File: config.mk
export PLATFORM = sky130hd
export DESIGN_NAME = dcc_top
export DESIGN_NICKNAME = d
export VERILOG_FILES = /design/src/include/dcc_pkg.sv /design/src/hdl/dcc_channel.sv /design/src/hdl/dcc_top.sv
export SDC_FILE = /design/constraint.sdc
export NUM_CORES = 1
export LEC_CHECK = 0
export ABC_AREA = 1
export BUFFER_PORTS_ARGS = -buffer_cell sky130_fd_sc_hd__buf_2
export CAP_MARGIN = 20
export CORE_MARGIN = 5
export CORE_UTILIZATION = 40
export DETAILED_ROUTE_END_ITERATION = 8
export PLACE_DENSITY = 0.69
export RECOVER_POWER = 100
export SLEW_MARGIN = 5
export SYNTH_ARGS = -nofsm -noshare
export SYNTH_HDL_FRONTEND = slang
export SYNTH_SLANG_ARGS = --single-unit
File: constraint.sdc
create_clock -name pclk -period 1.52 [get_ports pclk]
set_input_delay 0.228 -clock pclk [delete_from_list [all_inputs] [get_ports pclk]]
set_output_delay 0.228 -clock pclk [all_outputs]
set_load 0.02 [all_outputs]
File: src/include/dcc_pkg.sv
/*
 package of constants for the dual channel converter control block.
 assumes a 32-bit apb slave, byte addresses, one aligned word per register.
*/
package dcc_pkg;
   localparam logic [11:0] ADDR_CHAN0_CODE   = 12'h000;
   localparam logic [11:0] ADDR_CHAN1_CODE   = 12'h004;
   localparam logic [11:0] ADDR_CONTROL      = 12'h008;
   localparam logic [11:0] ADDR_STATUS       = 12'h00C;
   localparam logic [11:0] ADDR_MODULE_STOP  = 12'h010;
   localparam int          BIT_CHAN1_OE      = 7;
   localparam int          BIT_CHAN0_OE      = 6;
   localparam int          BIT_JOINT_EN      = 5;
   localparam logic [4:0]  CONTROL_RSVD_VAL  = 5'h1F;
   localparam logic [7:0]  CODE_RESET        = 8'h00;
   localparam logic        MSTOP_RESET       = 1'b1;
   localparam int          CLK_FREQ_HZ       = 10_000_000;
   localparam int          CONV_TIME_NS      = 10_000;
   localparam int          CONV_CYCLES       = (CONV_TIME_NS * (CLK_FREQ_HZ / 1_000_000) + 999) / 1000;
endpackage

File: src/hdl/dcc_channel.sv
/*
 one converter channel: holds the presented code and times each conversion.
 assumes start pulses and enable levels come from logic on the same clock.
*/
`timescale 1ns/1ns
module dcc_channel #(
   parameter int CONV_CYCLES = dcc_pkg::CONV_CYCLES
) (
   input  wire logic       pclk,
   input  wire logic       presetn,
   input  wire logic       convert_en,
   input  wire logic       drive_en,
   input  wire logic       standby,
   input  wire logic       start,
   input  wire logic [7:0] code,
   output logic [7:0]      out_code,
   output logic            out_valid,
   output logic            busy
);
   import dcc_pkg::*;
   localparam int CW = $clog2(CONV_CYCLES + 1);
   initial begin
      if (CONV_CYCLES < 1) $error("conversion time must be at least one cycle");
   end
   typedef struct packed {
      logic [CW-1:0] count;
      logic          running;
      logic          pending;
      logic          valid;
      logic [7:0]    result;
   } dcc_chan_state_type;
   dcc_chan_state_type state_reg, state_next;

   always_comb begin
      state_next = state_reg;
      if (standby) begin
         state_next = state_reg; // outputs held during standby
         // a write made in standby is kept so it still restarts afterwards
         state_next.pending = state_reg.pending | start;
      end else if (!convert_en) begin
         state_next.running = 1'b0; // circuit inactive
         state_next.valid   = 1'b0;
         state_next.count   = '0;
         state_next.pending = 1'b0;
      end else if (start || state_reg.pending || (!state_reg.running && !state_reg.valid)) begin
         state_next.pending = 1'b0;
         state_next.running = 1'b1; // restart on write or enable
         state_next.count   = CW'(CONV_CYCLES - 1);
         state_next.result  = code; // code passed unmodified
         if (start || state_reg.pending) state_next.valid = 1'b0;
      end else if (state_reg.running) begin
         if (state_reg.count == '0) begin
            state_next.running = 1'b0;
            state_next.valid   = 1'b1; // result presented after conversion time
         end else begin
            state_next.count = state_reg.count - CW'(1);
         end
      end
   end

   always_ff @(posedge pclk or negedge presetn) begin
      if (!presetn) begin
         state_reg <= '{count: '0, running: 1'b0, pending: 1'b0, valid: 1'b0, result: CODE_RESET};
      end else begin
         state_reg <= state_next;
      end
   end

   // pins show the result only while the output enable is set
   assign out_code  = (drive_en && state_reg.valid) ? state_reg.result : 8'h00;
   assign out_valid = drive_en && state_reg.valid;
   assign busy      = state_reg.running;
endmodule

File: src/hdl/dcc_top.sv
/*
 dual channel converter control with apb register slave.
 assumes standby input is synchronous to pclk; analog circuits read out codes.
*/
// Function
// - bit 7 set enables channel 1 conversion and drives its output.
// - bit 6 set enables channel 0 conversion and drives its output.
// - bit 5 clear: own enables convert; set: both channels convert.
// - output pins follow output enables only, never the joint enable.
// - all three bits clear keeps both converters inactive.
// - joint enable alone converts both channels, drives neither pin.
// - control bits 4 to 0 read as one, writes ignored.
// - result appears after conversion time, held until rewrite or disable.
// - data write to enabled channel restarts conversion next cycle; in standby, once standby ends.
// - code passes unmodified to the converter.
// - clearing an output enable stops driving that pin.
// - starts in module stop, refusing access to every register but module stop until cleared.
// - software standby holds enabled outputs at present values.
// - each channel has an eight-bit data register resetting to zero.
`timescale 1ns/1ns
module dcc_top #(
   parameter int CONV_CYCLES = dcc_pkg::CONV_CYCLES
) (
   input  wire logic        pclk,
   input  wire logic        presetn,
   input  wire logic        psel,
   input  wire logic        penable,
   input  wire logic        pwrite,
   input  wire logic [11:0] paddr,
   input  wire logic [31:0] pwdata,
   output logic [31:0]      prdata,
   output logic             pready,
   output logic             pslverr,
   input  wire logic        standby,
   output logic [7:0]       chan0_analog_out,
   output logic [7:0]       chan1_analog_out,
   output logic             chan0_drive,
   output logic             chan1_drive,
   output logic             chan0_convert,
   output logic             chan1_convert,
   output logic [1:0]       result_valid
);
   import dcc_pkg::*;
   typedef struct packed {
      logic [7:0]  chan0_code;
      logic [7:0]  chan1_code;
      logic        chan1_output_enable;
      logic        chan0_output_enable;
      logic        joint_convert_enable;
      logic        module_stop;
      logic [31:0] rdata;
      logic        ready;
      logic        slverr;
      logic [1:0]  start;
      logic [7:0]  out0;
      logic [7:0]  out1;
      logic [1:0]  drive;
      logic [1:0]  conv;
      logic [1:0]  valid;
   } dcc_state_type;
   dcc_state_type state_reg, state_next;

   logic [7:0] code0_q, code1_q;
   logic       valid0, valid1, busy0, busy1;
   logic       conv0_en, conv1_en;
   logic       access, wr;
   logic [7:0] control_view;

   // joint enable forces both converters on; otherwise per channel
   assign conv0_en = state_reg.joint_convert_enable | state_reg.chan0_output_enable;
   assign conv1_en = state_reg.joint_convert_enable | state_reg.chan1_output_enable;
   assign access   = psel && penable && !state_reg.ready;
   assign wr       = access && pwrite;
   // reserved low bits always read as ones
   assign control_view = {state_reg.chan1_output_enable, state_reg.chan0_output_enable,
                          state_reg.joint_convert_enable, CONTROL_RSVD_VAL};

   always_comb begin
      state_next       = state_reg;
      state_next.ready = 1'b0;
      state_next.slverr = 1'b0;
      state_next.start = 2'b00;
      if (access) begin
         state_next.ready = 1'b1;
         state_next.rdata = 32'h0000_0000;
         // register access refused while module stop is set, except to the module stop register
         if (state_reg.module_stop && paddr != ADDR_MODULE_STOP) begin
            state_next.slverr = 1'b1;
         end else begin
            unique case (paddr)
               ADDR_CHAN0_CODE: begin
                  state_next.rdata = {24'h00_0000, state_reg.chan0_code};
                  if (wr) begin
                     state_next.chan0_code = pwdata[7:0];
                     state_next.start[0]   = 1'b1;
                  end
               end
               ADDR_CHAN1_CODE: begin
                  state_next.rdata = {24'h00_0000, state_reg.chan1_code};
                  if (wr) begin
                     state_next.chan1_code = pwdata[7:0];
                     state_next.start[1]   = 1'b1;
                  end
               end
               ADDR_CONTROL: begin
                  state_next.rdata = {24'h00_0000, control_view};
                  if (wr) begin
                     state_next.chan1_output_enable  = pwdata[BIT_CHAN1_OE];
                     state_next.chan0_output_enable  = pwdata[BIT_CHAN0_OE];
                     state_next.joint_convert_enable = pwdata[BIT_JOINT_EN]; // low bits dropped
                  end
               end
               ADDR_STATUS: begin
                  state_next.rdata = {28'h000_0000, busy1, busy0, valid1, valid0};
               end
               ADDR_MODULE_STOP: begin
                  state_next.rdata = {31'h0000_0000, state_reg.module_stop};
                  if (wr) state_next.module_stop = pwdata[0];
               end
               default: begin
                  state_next.slverr = 1'b1;
               end
            endcase
         end
      end
      state_next.out0  = code0_q;
      state_next.out1  = code1_q;
      state_next.drive = {state_reg.chan1_output_enable, state_reg.chan0_output_enable};
      state_next.conv  = {conv1_en, conv0_en} & {2{~state_reg.module_stop}};
      state_next.valid = {valid1, valid0};
   end

   always_ff @(posedge pclk or negedge presetn) begin
      if (!presetn) begin
         state_reg <= '0;
         state_reg.module_stop <= MSTOP_RESET;
      end else begin
         state_reg <= state_next;
      end
   end

   // module stop halts both channels, like a cleared enable
   dcc_channel #(.CONV_CYCLES(CONV_CYCLES)) u_chan0 (
      .pclk       (pclk),
      .presetn    (presetn),
      .convert_en (conv0_en && !state_reg.module_stop),
      .drive_en   (state_reg.chan0_output_enable),
      .standby    (standby),
      .start      (state_reg.start[0]),
      .code       (state_reg.chan0_code),
      .out_code   (code0_q),
      .out_valid  (valid0),
      .busy       (busy0)
   );
   dcc_channel #(.CONV_CYCLES(CONV_CYCLES)) u_chan1 (
      .pclk       (pclk),
      .presetn    (presetn),
      .convert_en (conv1_en && !state_reg.module_stop),
      .drive_en   (state_reg.chan1_output_enable),
      .standby    (standby),
      .start      (state_reg.start[1]),
      .code       (state_reg.chan1_code),
      .out_code   (code1_q),
      .out_valid  (valid1),
      .busy       (busy1)
   );

   assign prdata           = state_reg.rdata;
   assign pready           = state_reg.ready;
   assign pslverr          = state_reg.slverr;
   assign chan0_analog_out = state_reg.out0;
   assign chan1_analog_out = state_reg.out1;
   assign chan0_drive      = state_reg.drive[0];
   assign chan1_drive      = state_reg.drive[1];
   assign chan0_convert    = state_reg.conv[0];
   assign chan1_convert    = state_reg.conv[1];
   assign result_valid     = state_reg.valid;
endmodule

==> qor.txt, run 1 <==
status - completed
Reg area - 0.00225 sq mm
setup violators final - 0
main area contributors after synthesis - dfrtp_1 (49%), nand2_1 (8.5%), buf_4 (8.3%)
most frequent cells in the layout - nand2_1 (103), dfrtp_1 (89), inv_1 (61)
layout cells sized above 1 - 18.2%
initial antenna violation count - 0
CP arrival - 1.65 ns
antenna cells - 0
Detail Route Antenna Nets - 0
multi-input combinational cell area - 0.00170 sq mm
nets - 653
Avg WL per Cell - 12.8 um
max-slew violations - 0
DRT iter0 DRCs - 269
clock sink total - 90
Clk Latency, worst-skew pair - 0.34 ns
All-Layer GR Usage - 14.9%
Clk pin slew, worst setup/hold paths - 0.07 ns
largest net degree at the start of global routing - 91
commonest non-fill, non-tap cell in the layout - nand2_1
H-tree depth - 3
routed vias - 3552
post-synth top area share - 49.2%
Max-Cap Viols - 0
first-pass GRT wire length - 16000 um
crit end category - flip-flop
Die W - 116 um
Lkg Pwr - 2.72 nW
DR pass1 iterations - 4
pwr dens - 954 mW/mm^2
Slew headroom - 45.8%
Root Driver - clkbuf_16
die height - 116 um
Setup TNS Final - 0 ns
max reg flops - 19
Post-DP HPWL - 7070 um
Post-route DRC - 0
area growth from synthesis to layout - 14.5%
Tot Pwr - 4.94 mW
Synth async-reset ratio - 100%
fin crit share - 94.2%
post-synth cell types - 30
Synth warnings - 0
Post-synth EDFFs - 0
Final min period - 1.43 ns
core region area - 0.0110 sq mm
Min-Delay Path Class - in -> reg
main flop type after synthesis - dfrtp_1
VDD IR-drop max - 0.000604 V
#FFs+latches synth - 90
Mean Syn Cell Area - 8.46 sq um
post-synth top area cell - dfrtp_1
Max Root-Sink Buffers - 2
io pins - 106
sequential fraction of the synthesis area - 49.8%
Fin. Hold Viols - 0
Fill cells - 1066
via/cell ratio - 4.77
Synth Instances - 535
TritonCTS Buffers - 9
Port Buffer Count - 57
critical path peak fanout - 7
Total Die Area - 0.0135 sq mm
CP Class - reg -> reg
WP data required - 1.74 ns
total grt overflow - 0
starting density of the core - 41.2%
startpoint types - flip-flop
Worst-Margin Slew - 0.813 ns
Fmax - 699 MHz
routed wire length - 9550 um
Final GP Congestion - 0.892
vias in the first global route - 3508
site row count - 38
Clock Skews - 0.00859 ns
CTS tree - built
final hold slack - 0.189 ns
synthesized area - 0.00452 sq mm
through the flow:
stage	std cells	worst slack, ns	util, %	instance area (sq um)
2_1_floorplan	558	0.128	-	4610
3_3_place_gp	724	-0.0188	44.5	4880
3_5_place_dp	724	-0.0458	44.5	4880
4_1_cts	741	0.0102	47.4	5210
5_1_grt	744	-0.0133	47.2	5180
6_report	744	0.0886	47.2	5180
area by class of cell:
cell class	count	share of cell area, %
flip-flops and latches	90	43.5
multi-input cells	344	32.9
repair buffers	87	9.30
inverters	67	4.90
clock buffers	10	4.61
well taps	140	3.38
clock inverters	6	1.40
cells in the mapped netlist, types with 3 or more instances:
cell     count
a21oi_1     17
buf_2        4
buf_4       50
dfrtp_1     89
ha_1         4
inv_1       60
inv_2        4
nand2_1    103
nand2_2      7
nand3_1     45
nand4_1      5
nor2_1      62
nor2_2       3
nor2_4       3
nor3_1       8
o21ai_0     23
o21ai_1     13
o21ai_2     17
routing by layer:
| layer | vias to the layer above | wire length [um] | GRT usage (%) |
|---|---|---|---|
| li1 | 1760 | - | - |
| met1 | 1640 | 4380 | 20.6 |
| met2 | 136 | 4340 | 23.1 |
| met3 | 16 | 629 | 2.80 |
| met4 | 0 | 201 | 6.26 |
| met5 | - | 0 | 0 |
where the power goes:
group | switching, mW | internal, mW | leakage, nW | total [mW]
sequential | 0.00532 | 2.41 | 1.18 | 2.41
clock | 0.948 | 1.34 | 0.150 | 2.28
combinational | 0.188 | 0.0540 | 1.39 | 0.242
what timing repair did:
action / in CTS / in global routing
hold endpoints to repair: 89 / 0
resized for setup: 0 / 12
hold buffers: 1 / 0
buffers inserted: 0 / 3
endpoints found under the setup margin: 0 / 26
worst max-delay path: stages, from the launching register on:
cell and delay [ns]:
dfstp_2 0.60, nor2_4 0.08, nand2_1 0.08, inv_1 0.09, nand2_2 0.10, o21ai_0 0.16
o21bai_1 0.20
final timing paths:
check / from / to / slack (ns) / depth (start not counted)
worst max-delay path: state_reg[58] / u_chan1.busy / 0.09 / 6
worst min-delay path: pwdata[2] / state_reg[64] / 0.19 / 3
worst max register to register: state_reg[58] / u_chan1.busy / 0.09 / 6
worst min register to register: state_reg[69] / state_reg[69] / 0.49 / 2
max in group asynchronous: presetn / state_reg[69] / 0.35 / 3
min in group asynchronous: presetn / u_chan0.state_reg[14] / 0.57 / 3
cells by family (layout without fill, tap and decap cells):
logic type	Yosys count	after routing	synth area share, %
flip-flops	90	90	49.8
buffers and inverters	124	170	14.9
adder cells (fa/ha/maj)	4	4	1.11
AO/OA/AOI/OAI	73	73	9.65
AND/OR/NAND/NOR	243	243	24.4
other	1	24	0.0829
Note: power is estimated with default switching activity, not from simulation.
==> run 2, diff against run 1 <==
ABC_AREA = not set   (was 1)
PLACE_DENSITY = 0.7   (was 0.69)
==> run 2 against run 1 <==
The flow now finishes with violations (setup timing). Clock power is 21% lower. Critical path type unchanged. Clock-buffer cell count decreased by 1. Wire length up 9.5%. Power decreased by 6.5%. Synthesized cell count fell by 25%. Sequential power barely moved. Critical path depth did not move. Register-to-register slack got worse by 0.20 ns. Fmax fell by 12%. Sequential share of layout area fell by 3.2 points. Flip-flop and latch count is the same.
==> qor.txt, run 2 <==
pwr dens - 824 mW/mm^2 (-14%)
post-synth top area cell - dfrtp_1
Synth warnings - 0 (unchanged)
startpoint types - flip-flop
Post-synth EDFFs - 0 (unchanged)
H-tree depth - 3 (unchanged)
DRT iter0 DRCs - 93 (-65%)
sw frac - 24.5% (+1.4 points)
initial antenna violation count - 0 (unchanged)
CTS tree - built
Max-Cap Viols - 0 (unchanged)
VDD IR-drop max - 0.000896 V (+48%)
post-synth cell types - 63 (+110%)
Post-route DRC - 0 (unchanged)
Max Root-Sink Buffers - 2 (unchanged)
Synth async-reset ratio - 100% (unchanged)
main area contributors after synthesis - dfrtp_1 (50%), mux2_2 (8.9%), buf_4 (8.5%)
via/cell ratio - 5.12 (+7.2%)
total grt overflow - 0 (unchanged)
Min-Delay Path Class - in -> reg
CP Class - reg -> reg
Post-DP HPWL - 7360 um (+4.0%)
main flop type after synthesis - dfrtp_1
sequential fraction of the synthesis area - 51.0% (+1.2 points)
die height - 115 um (-1.1%)
Total Die Area - 0.0132 sq mm (-2.2%)
Detail Route Antenna Nets - 0 (unchanged)
most frequent cells in the layout - dfrtp_1 (87), buf_4 (57), clkbuf_1 (33)
max-slew violations - 0 (unchanged)
core region area - 0.0108 sq mm (-1.3%)
Worst-Margin Slew - 0.582 ns (-0.231 ns)
layout cells sized above 1 - 38.4% (+20 points)
Fin. Hold Viols - 0 (unchanged)
Fmax - 613 MHz (-12%)
Clock Power Share - 39.3% (-6.9 points)
critical path peak fanout - 3 (-4)
pre-CTS setup slack - -0.218 ns (-0.172 ns)
Final GP Congestion - 0.835 (-6.4%)
Fill cells - 965 (-9.5%)
Avg WL per Cell - 16.2 um (+26%)
CP Cell Sequence - inv_2 -> ha_4 -> nand2b_4 -> or4_4 -> o41ai_4 -> o31a_1
failing checks - setup timing
Gate power share - 8.4% (+3.5 points)
clock sink total - 90 (unchanged)
crit end category - flip-flop
P_int - 3.48 mW (-8.3%)
max reg flops - 19 (unchanged)
commonest non-fill, non-tap cell in the layout - dfrtp_1
Lkg Pwr - 2.77 nW (+1.9%)
Switching Power - 1.13 mW (-0.72%)
status - finished with violations
io pins - 106 (unchanged)
RSZ-0062 raised after global routing - yes
antenna cells - 0 (unchanged)
Tot Pwr - 4.62 mW (-6.5%)
Setup TNS Final - -1.44 ns (-1.44 ns)
routed vias - 3302 (-7.0%)
nets - 554 (-15%)
Clk Latency, worst-skew pair - 0.36 ns (+0.02 ns)
Final min period - 1.63 ns (+0.199 ns)
WP data required - 1.82 ns (+0.08 ns)
DR pass1 iterations - 4 (unchanged)
area growth from synthesis to layout - 26.9%
Mean Syn Cell Area - 11.0 sq um (+30%)
TritonCTS Buffers - 9 (unchanged)
post-synth top area share - 50.4% (+1.2 points)
setup violators final - 28 (+28)
Clock Skews - 0.00916 ns (+0.000565 ns)
Die W - 115 um (-1.1%)
placed cell count - 612 (-15%)
Clk pin slew, worst setup/hold paths - 0.09 ns (+0.02 ns)
CP arrival - 1.93 ns (+0.28 ns)
largest net degree at the start of global routing - 34 (-63%)
CP max-delay cell - or4_4
Port Buffer Count - 57 (unchanged)
CP peak stage delay - 0.45 ns (-0.15 ns)
Root Driver - clkbuf_8
final worst slack - -0.111 ns (-0.199 ns)
site row count - 38 (unchanged)
routed wire length - 10500 um (+9.5%)
Synth Instances - 402 (-25%)
starting density of the core - 40.7% (-0.46 points)
post-layout util - 51.7% (+4.5 points)
Non-Filler Instances - 645 (-13%)
#FFs+latches synth - 90 (unchanged)
vias in the first global route - 3443 (-1.9%)
fin crit share - 107% (+13 points)
synthesized area - 0.00442 sq mm (-2.4%)
Slew headroom - 61.2% (+15 points)
Flop pwr share - 52.4% (+3.5 points)
first-pass GRT wire length - 17000 um (+6.2%)
count leader, synth - dfrtp_1
All-Layer GR Usage - 16.2% (+1.3 points)
top cells by count, synth - dfrtp_1 (89), buf_4 (50), mux2_2 (35)
==> run 2: routing by layer <==
| metal | wire length [um] | vias to the layer above | track usage, % |
|---|---|---|---|
| met1 | 4380 | 1645 | 20.7 |
| met3 | 539 | 17 | 3.37 |
| met2 | 5360 | 93 | 27.7 |
| li1 | - | 1547 | - |
| met5 | 0 | - | 0 |
| met4 | 182 | 0 | 4.93 |
==> run 2: power by group through the flow <==
stage / Combinational, mW / Clock [mW] / Sequential [mW]
finish: 0.386 / 1.81 / 2.42
global route: 0.422 / 1.94 / 2.42
CTS: 0.380 / 1.85 / 2.42
detailed placement: 0.357 / 0 / 2.46
global placement: 0.347 / 0 / 2.46
floorplan: 0.221 / 0 / 2.47
==> run 2: final timing paths <==
path / start / to / slack (ns) / cells after the start
min in group asynchronous: presetn / prdata[3] / 0.40 / 2
worst max-delay path: u_chan0.state_reg[11] / u_chan0.state_reg[15] / -0.11 / 6
worst min-delay path: pwdata[4] / state_reg[74] / 0.13 / 2
worst min register to register: prdata[1] / prdata[1] / 0.48 / 1
worst max register to register: u_chan0.state_reg[11] / u_chan0.state_reg[15] / -0.11 / 6
max in group asynchronous: presetn / state_reg[58] / 0.20 / 3
==> run 2: repair_timing <==
action / CTS / global route
hold buffers: 1 / 0
endpoints found under the hold margin: 21 / 0
setup endpoints to repair: 39 / 56
pin swaps: 10 / 13
gates cloned: 0 / 0
buffers inserted: 16 / 4
gates resized for setup: 28 / 29
==> run 2: kinds of logic after synthesis <==
group           share of synthesized area, %
other cells                           0.0849
simple gates                            16.1
fa+ha+maj                               1.13
compound gates                          10.3
buf+inv                                 10.9
flops                                   51.0
mux                                     10.3
xor+xnor                               0.198
==> run 2: per-stage QoR <==
step / instance area (sq um) / hold WS (ns)
global route: 5600 / 0.109
global placement: 5070 / 0.144
floorplan: 4620 / -0.0676
finish: 5600 / 0.131
CTS: 5560 / 0.108
detailed placement: 5070 / 0.147
==> run 2: cell type report <==
| cell class | instances | area, sq um | share of cell area [%] |
|---|---|---|---|
| repair buffers | 129 | 822 | 14.7 |
| clock buffers | 9 | 124 | 2.21 |
| flip-flops and latches | 90 | 2260 | 40.3 |
| well taps | 140 | 175 | 3.13 |
| clock inverters | 7 | 98.8 | 1.76 |
| inverters | 11 | 43.8 | 0.782 |
| multi-input cells | 259 | 2080 | 37.2 |
==> run 2: critical path, delay by kind of cell, from the launching register on <==
kind / cells / cell delay [ns]
flip-flops: 1 / 0.40
AO/OA/AOI/OAI: 2 / 0.40
adder cells (fa/ha/maj): 1 / 0.16
buffers and inverters: 1 / 0.10
AND/OR/NAND/NOR: 2 / 0.52
==> run 3, diff against run 2 <==
BUFFER_PORTS_ARGS = not set   (was -buffer_cell sky130_fd_sc_hd__buf_2)
DONT_BUFFER_PORTS = 1   (was not set)
PLACE_DENSITY = 0.61   (was 0.7)
clock period = 1.7 ns   (was 1.52 ns; I/O delays follow)
==> run 3 against run 2 <==
The flow finishes with violations (hold timing). Via count fell by 12%. Clock skew barely moved. Design area fell by 13%. Register-to-register slack improved by 0.19 ns. Combinational power fell by 55%. Global-route usage fell by 1.7 points. Utilization fell by 6.8 points. Sequential power fell by 10%. Critical path type unchanged. Critical endpoint is now u_chan1.state_reg[3].
==> qor.txt, run 3 (same netlist as run 2, synthesis figures left out) <==
Setup TNS Final - 0 ns (+1.44 ns)
Clk Latency, worst-skew pair - 0.36 ns (about the same)
Post-DP HPWL - 6710 um (-8.8%)
io pins - 106 (unchanged)
DR pass1 iterations - 4 (unchanged)
setup violators final - 0 (-100%)
worst reg2reg endpoint - u_chan1.state_reg[3]
WP data required - 1.95 ns (+0.13 ns)
max-slew violations - 0 (unchanged)
VDD IR-drop max - 0.000562 V (-37%)
critical path peak fanout - 8 (+5)
Switching Power - 859 uW (-24%)
starting density of the core - 40.7% (unchanged)
die height - 115 um (unchanged)
All-Layer GR Usage - 14.6% (-1.7 points)
R2R cell count - 4 (-2)
commonest non-fill, non-tap cell in the layout - dfrtp_1
Final GP Congestion - 0.830 (-0.54%)
Avg WL per Cell - 17.1 um (+5.3%)
layout cells sized above 1 - 27.5% (-11 points)
CP arrival - 1.87 ns (-0.06 ns)
Fin. Hold Viols - 90 (+90)
Lkg Pwr - 2.37 nW (-14%)
routed wire length - 9410 um (-10%)
reg2reg start - u_chan1.busy
Tot Pwr - 4.13 mW (-11%)
Fill cells - 1038 (+7.6%)
total grt overflow - 0 (unchanged)
site row count - 38 (unchanged)
Total Die Area - 0.0132 sq mm (unchanged)
Max Root-Sink Buffers - 2 (unchanged)
core region area - 0.0108 sq mm (unchanged)
H-tree depth - 3 (unchanged)
area growth from synthesis to layout - 10.1%
sw frac - 20.8% (-3.7 points)
nets - 460 (-17%)
clock sink total - 90 (unchanged)
most frequent cells in the layout - dfrtp_1 (88), mux2_2 (32), buf_4 (26)
CTS hold repair buffers - 1 (unchanged)
Detail Route Antenna Nets - 0 (unchanged)
final hold slack - -0.416 ns (-0.548 ns)
vias in the first global route - 2807 (-18%)
P_int - 3.27 mW (-6.3%)
routed vias - 2906 (-12%)
max reg flops - 19 (unchanged)
Max-Cap Viols - 0 (unchanged)
CTS tree - built
Min-Delay Path Class - in -> async
antenna cells - 0 (unchanged)
initial antenna violation count - 0 (unchanged)
status - finished with violations
Final min period - 1.62 ns (-0.0123 ns)
Reg2Reg Setup Slack - 0.08 ns (+0.19 ns)
DRT iter0 DRCs - 239 (+160%)
first-pass GRT wire length - 15000 um (-12%)
CP Class - reg -> reg
Gate power share - 4.2% (-4.2 points)
fin crit share - 95.2% (-12 points)
Clock Skews - 0.00883 ns (-0.000323 ns)
finished layout cell area - 0.00486 sq mm (-13%)
Port Buffer Count - 0 (-100%)
TritonCTS Buffers - 9 (unchanged)
Fmax - 618 MHz (+0.76%)
Flop pwr share - 52.5% (about the same)
pwr dens - 848 mW/mm^2 (+2.9%)
Die W - 115 um (unchanged)
largest net degree at the start of global routing - 91 (+170%)
startpoint types - flip-flop
Clk pin slew, worst setup/hold paths - 0.09 ns (about the same)
via/cell ratio - 5.27 (+3.0%)
crit end category - flip-flop
Area after DPL - 0.00447 sq mm (-12%)
Worst-Margin Slew - 0.526 ns (-0.0564 ns)
Slew headroom - 65.0% (+3.8 points)
Root Driver - clkbuf_8
RSZ-0062 raised after global routing - yes
Post-route DRC - 0 (unchanged)
Clock Power Share - 43.2% (+3.9 points)
failing checks - hold timing
## run 3: changes by cell type in the layout (fill, tap and decap cells not counted), sizes merged
cell	change
buf	-64
clkinv	+1
clkbuf	-28
clkinvlp	-1
inv	-3
bufinv	+1
## run 3: layer usage
layer / wire, um / vias up / track usage, %
met2: 4500 / 75 / 22.7
met4: 124 / 0 / 4.30
met5: 0 / - / 0
met3: 548 / 11 / 4.47
li1: - / 1356 / -
met1: 4230 / 1464 / 19.6
## run 3: layout make-up
type                            instances  area [sq um]  area share [%]
Clock inverter                          5           100            2.06
Clock buffer                           11           151            3.11
Tap cell                              140           175            3.60
Sequential cell                        90          2250            46.4
Inverter                               11          43.8           0.900
Timing Repair Buffer                   35           268            5.51
Multi-Input combinational cell        259          1870            38.5
## run 3: worst max-delay path by stage
stage,start,endpoint,slack [ns],depth (start not counted)
floorplan,pready,state_reg[70],-0.05,5
global placement,u_chan1.state_reg[11],u_chan1.state_reg[12],-0.05,6
detailed placement,u_chan1.state_reg[11],u_chan1.state_reg[12],-0.13,6
CTS,u_chan1.state_reg[11],u_chan1.state_reg[12],0.009,6
global route,pready,control_view[6],-0.003,5
finish,u_chan1.busy,u_chan1.state_reg[3],0.08,4
## run 3: critical path, stage by stage (launching register included)
cell and delay, ns:
dfrtp_1 0.38, or2_2 0.34, a211oi_4 0.30, buf_12 0.16, mux2_2 0.33
## run 3: what timing repair did
item | 4_1_cts | 5_1_grt
hold endpoints to repair | 91 | 90
endpoints found under the setup margin | 22 | 30
setup buffers | 0 | 3
resized for setup | 7 | 19
pin swaps | 1 | 5
## run 3: per-stage QoR
step / worst slack (ns) / instances / hold slack [ns] / util [%]
after floorplan: -0.0454 / 425 / -0.0406 / -
after global placement: -0.0481 / 531 / -0.0373 / 41.3
after detailed placement: -0.130 / 531 / -0.0373 / 41.3
after CTS: 0.00861 / 548 / -0.438 / 44.0
after global routing: -0.00336 / 551 / -0.447 / 44.9
final: 0.0815 / 551 / -0.416 / 44.9
## run 3: power by group through the flow
stage / clock [mW] / combinational [mW] / sequential (mW)
6_report: 1.78 / 0.174 / 2.17
3_5_place_dp: 0 / 0.163 / 2.21
2_1_floorplan: 0 / 0.191 / 2.21
5_1_grt: 1.93 / 0.191 / 2.17
3_3_place_gp: 0 / 0.160 / 2.21
4_1_cts: 1.84 / 0.168 / 2.17
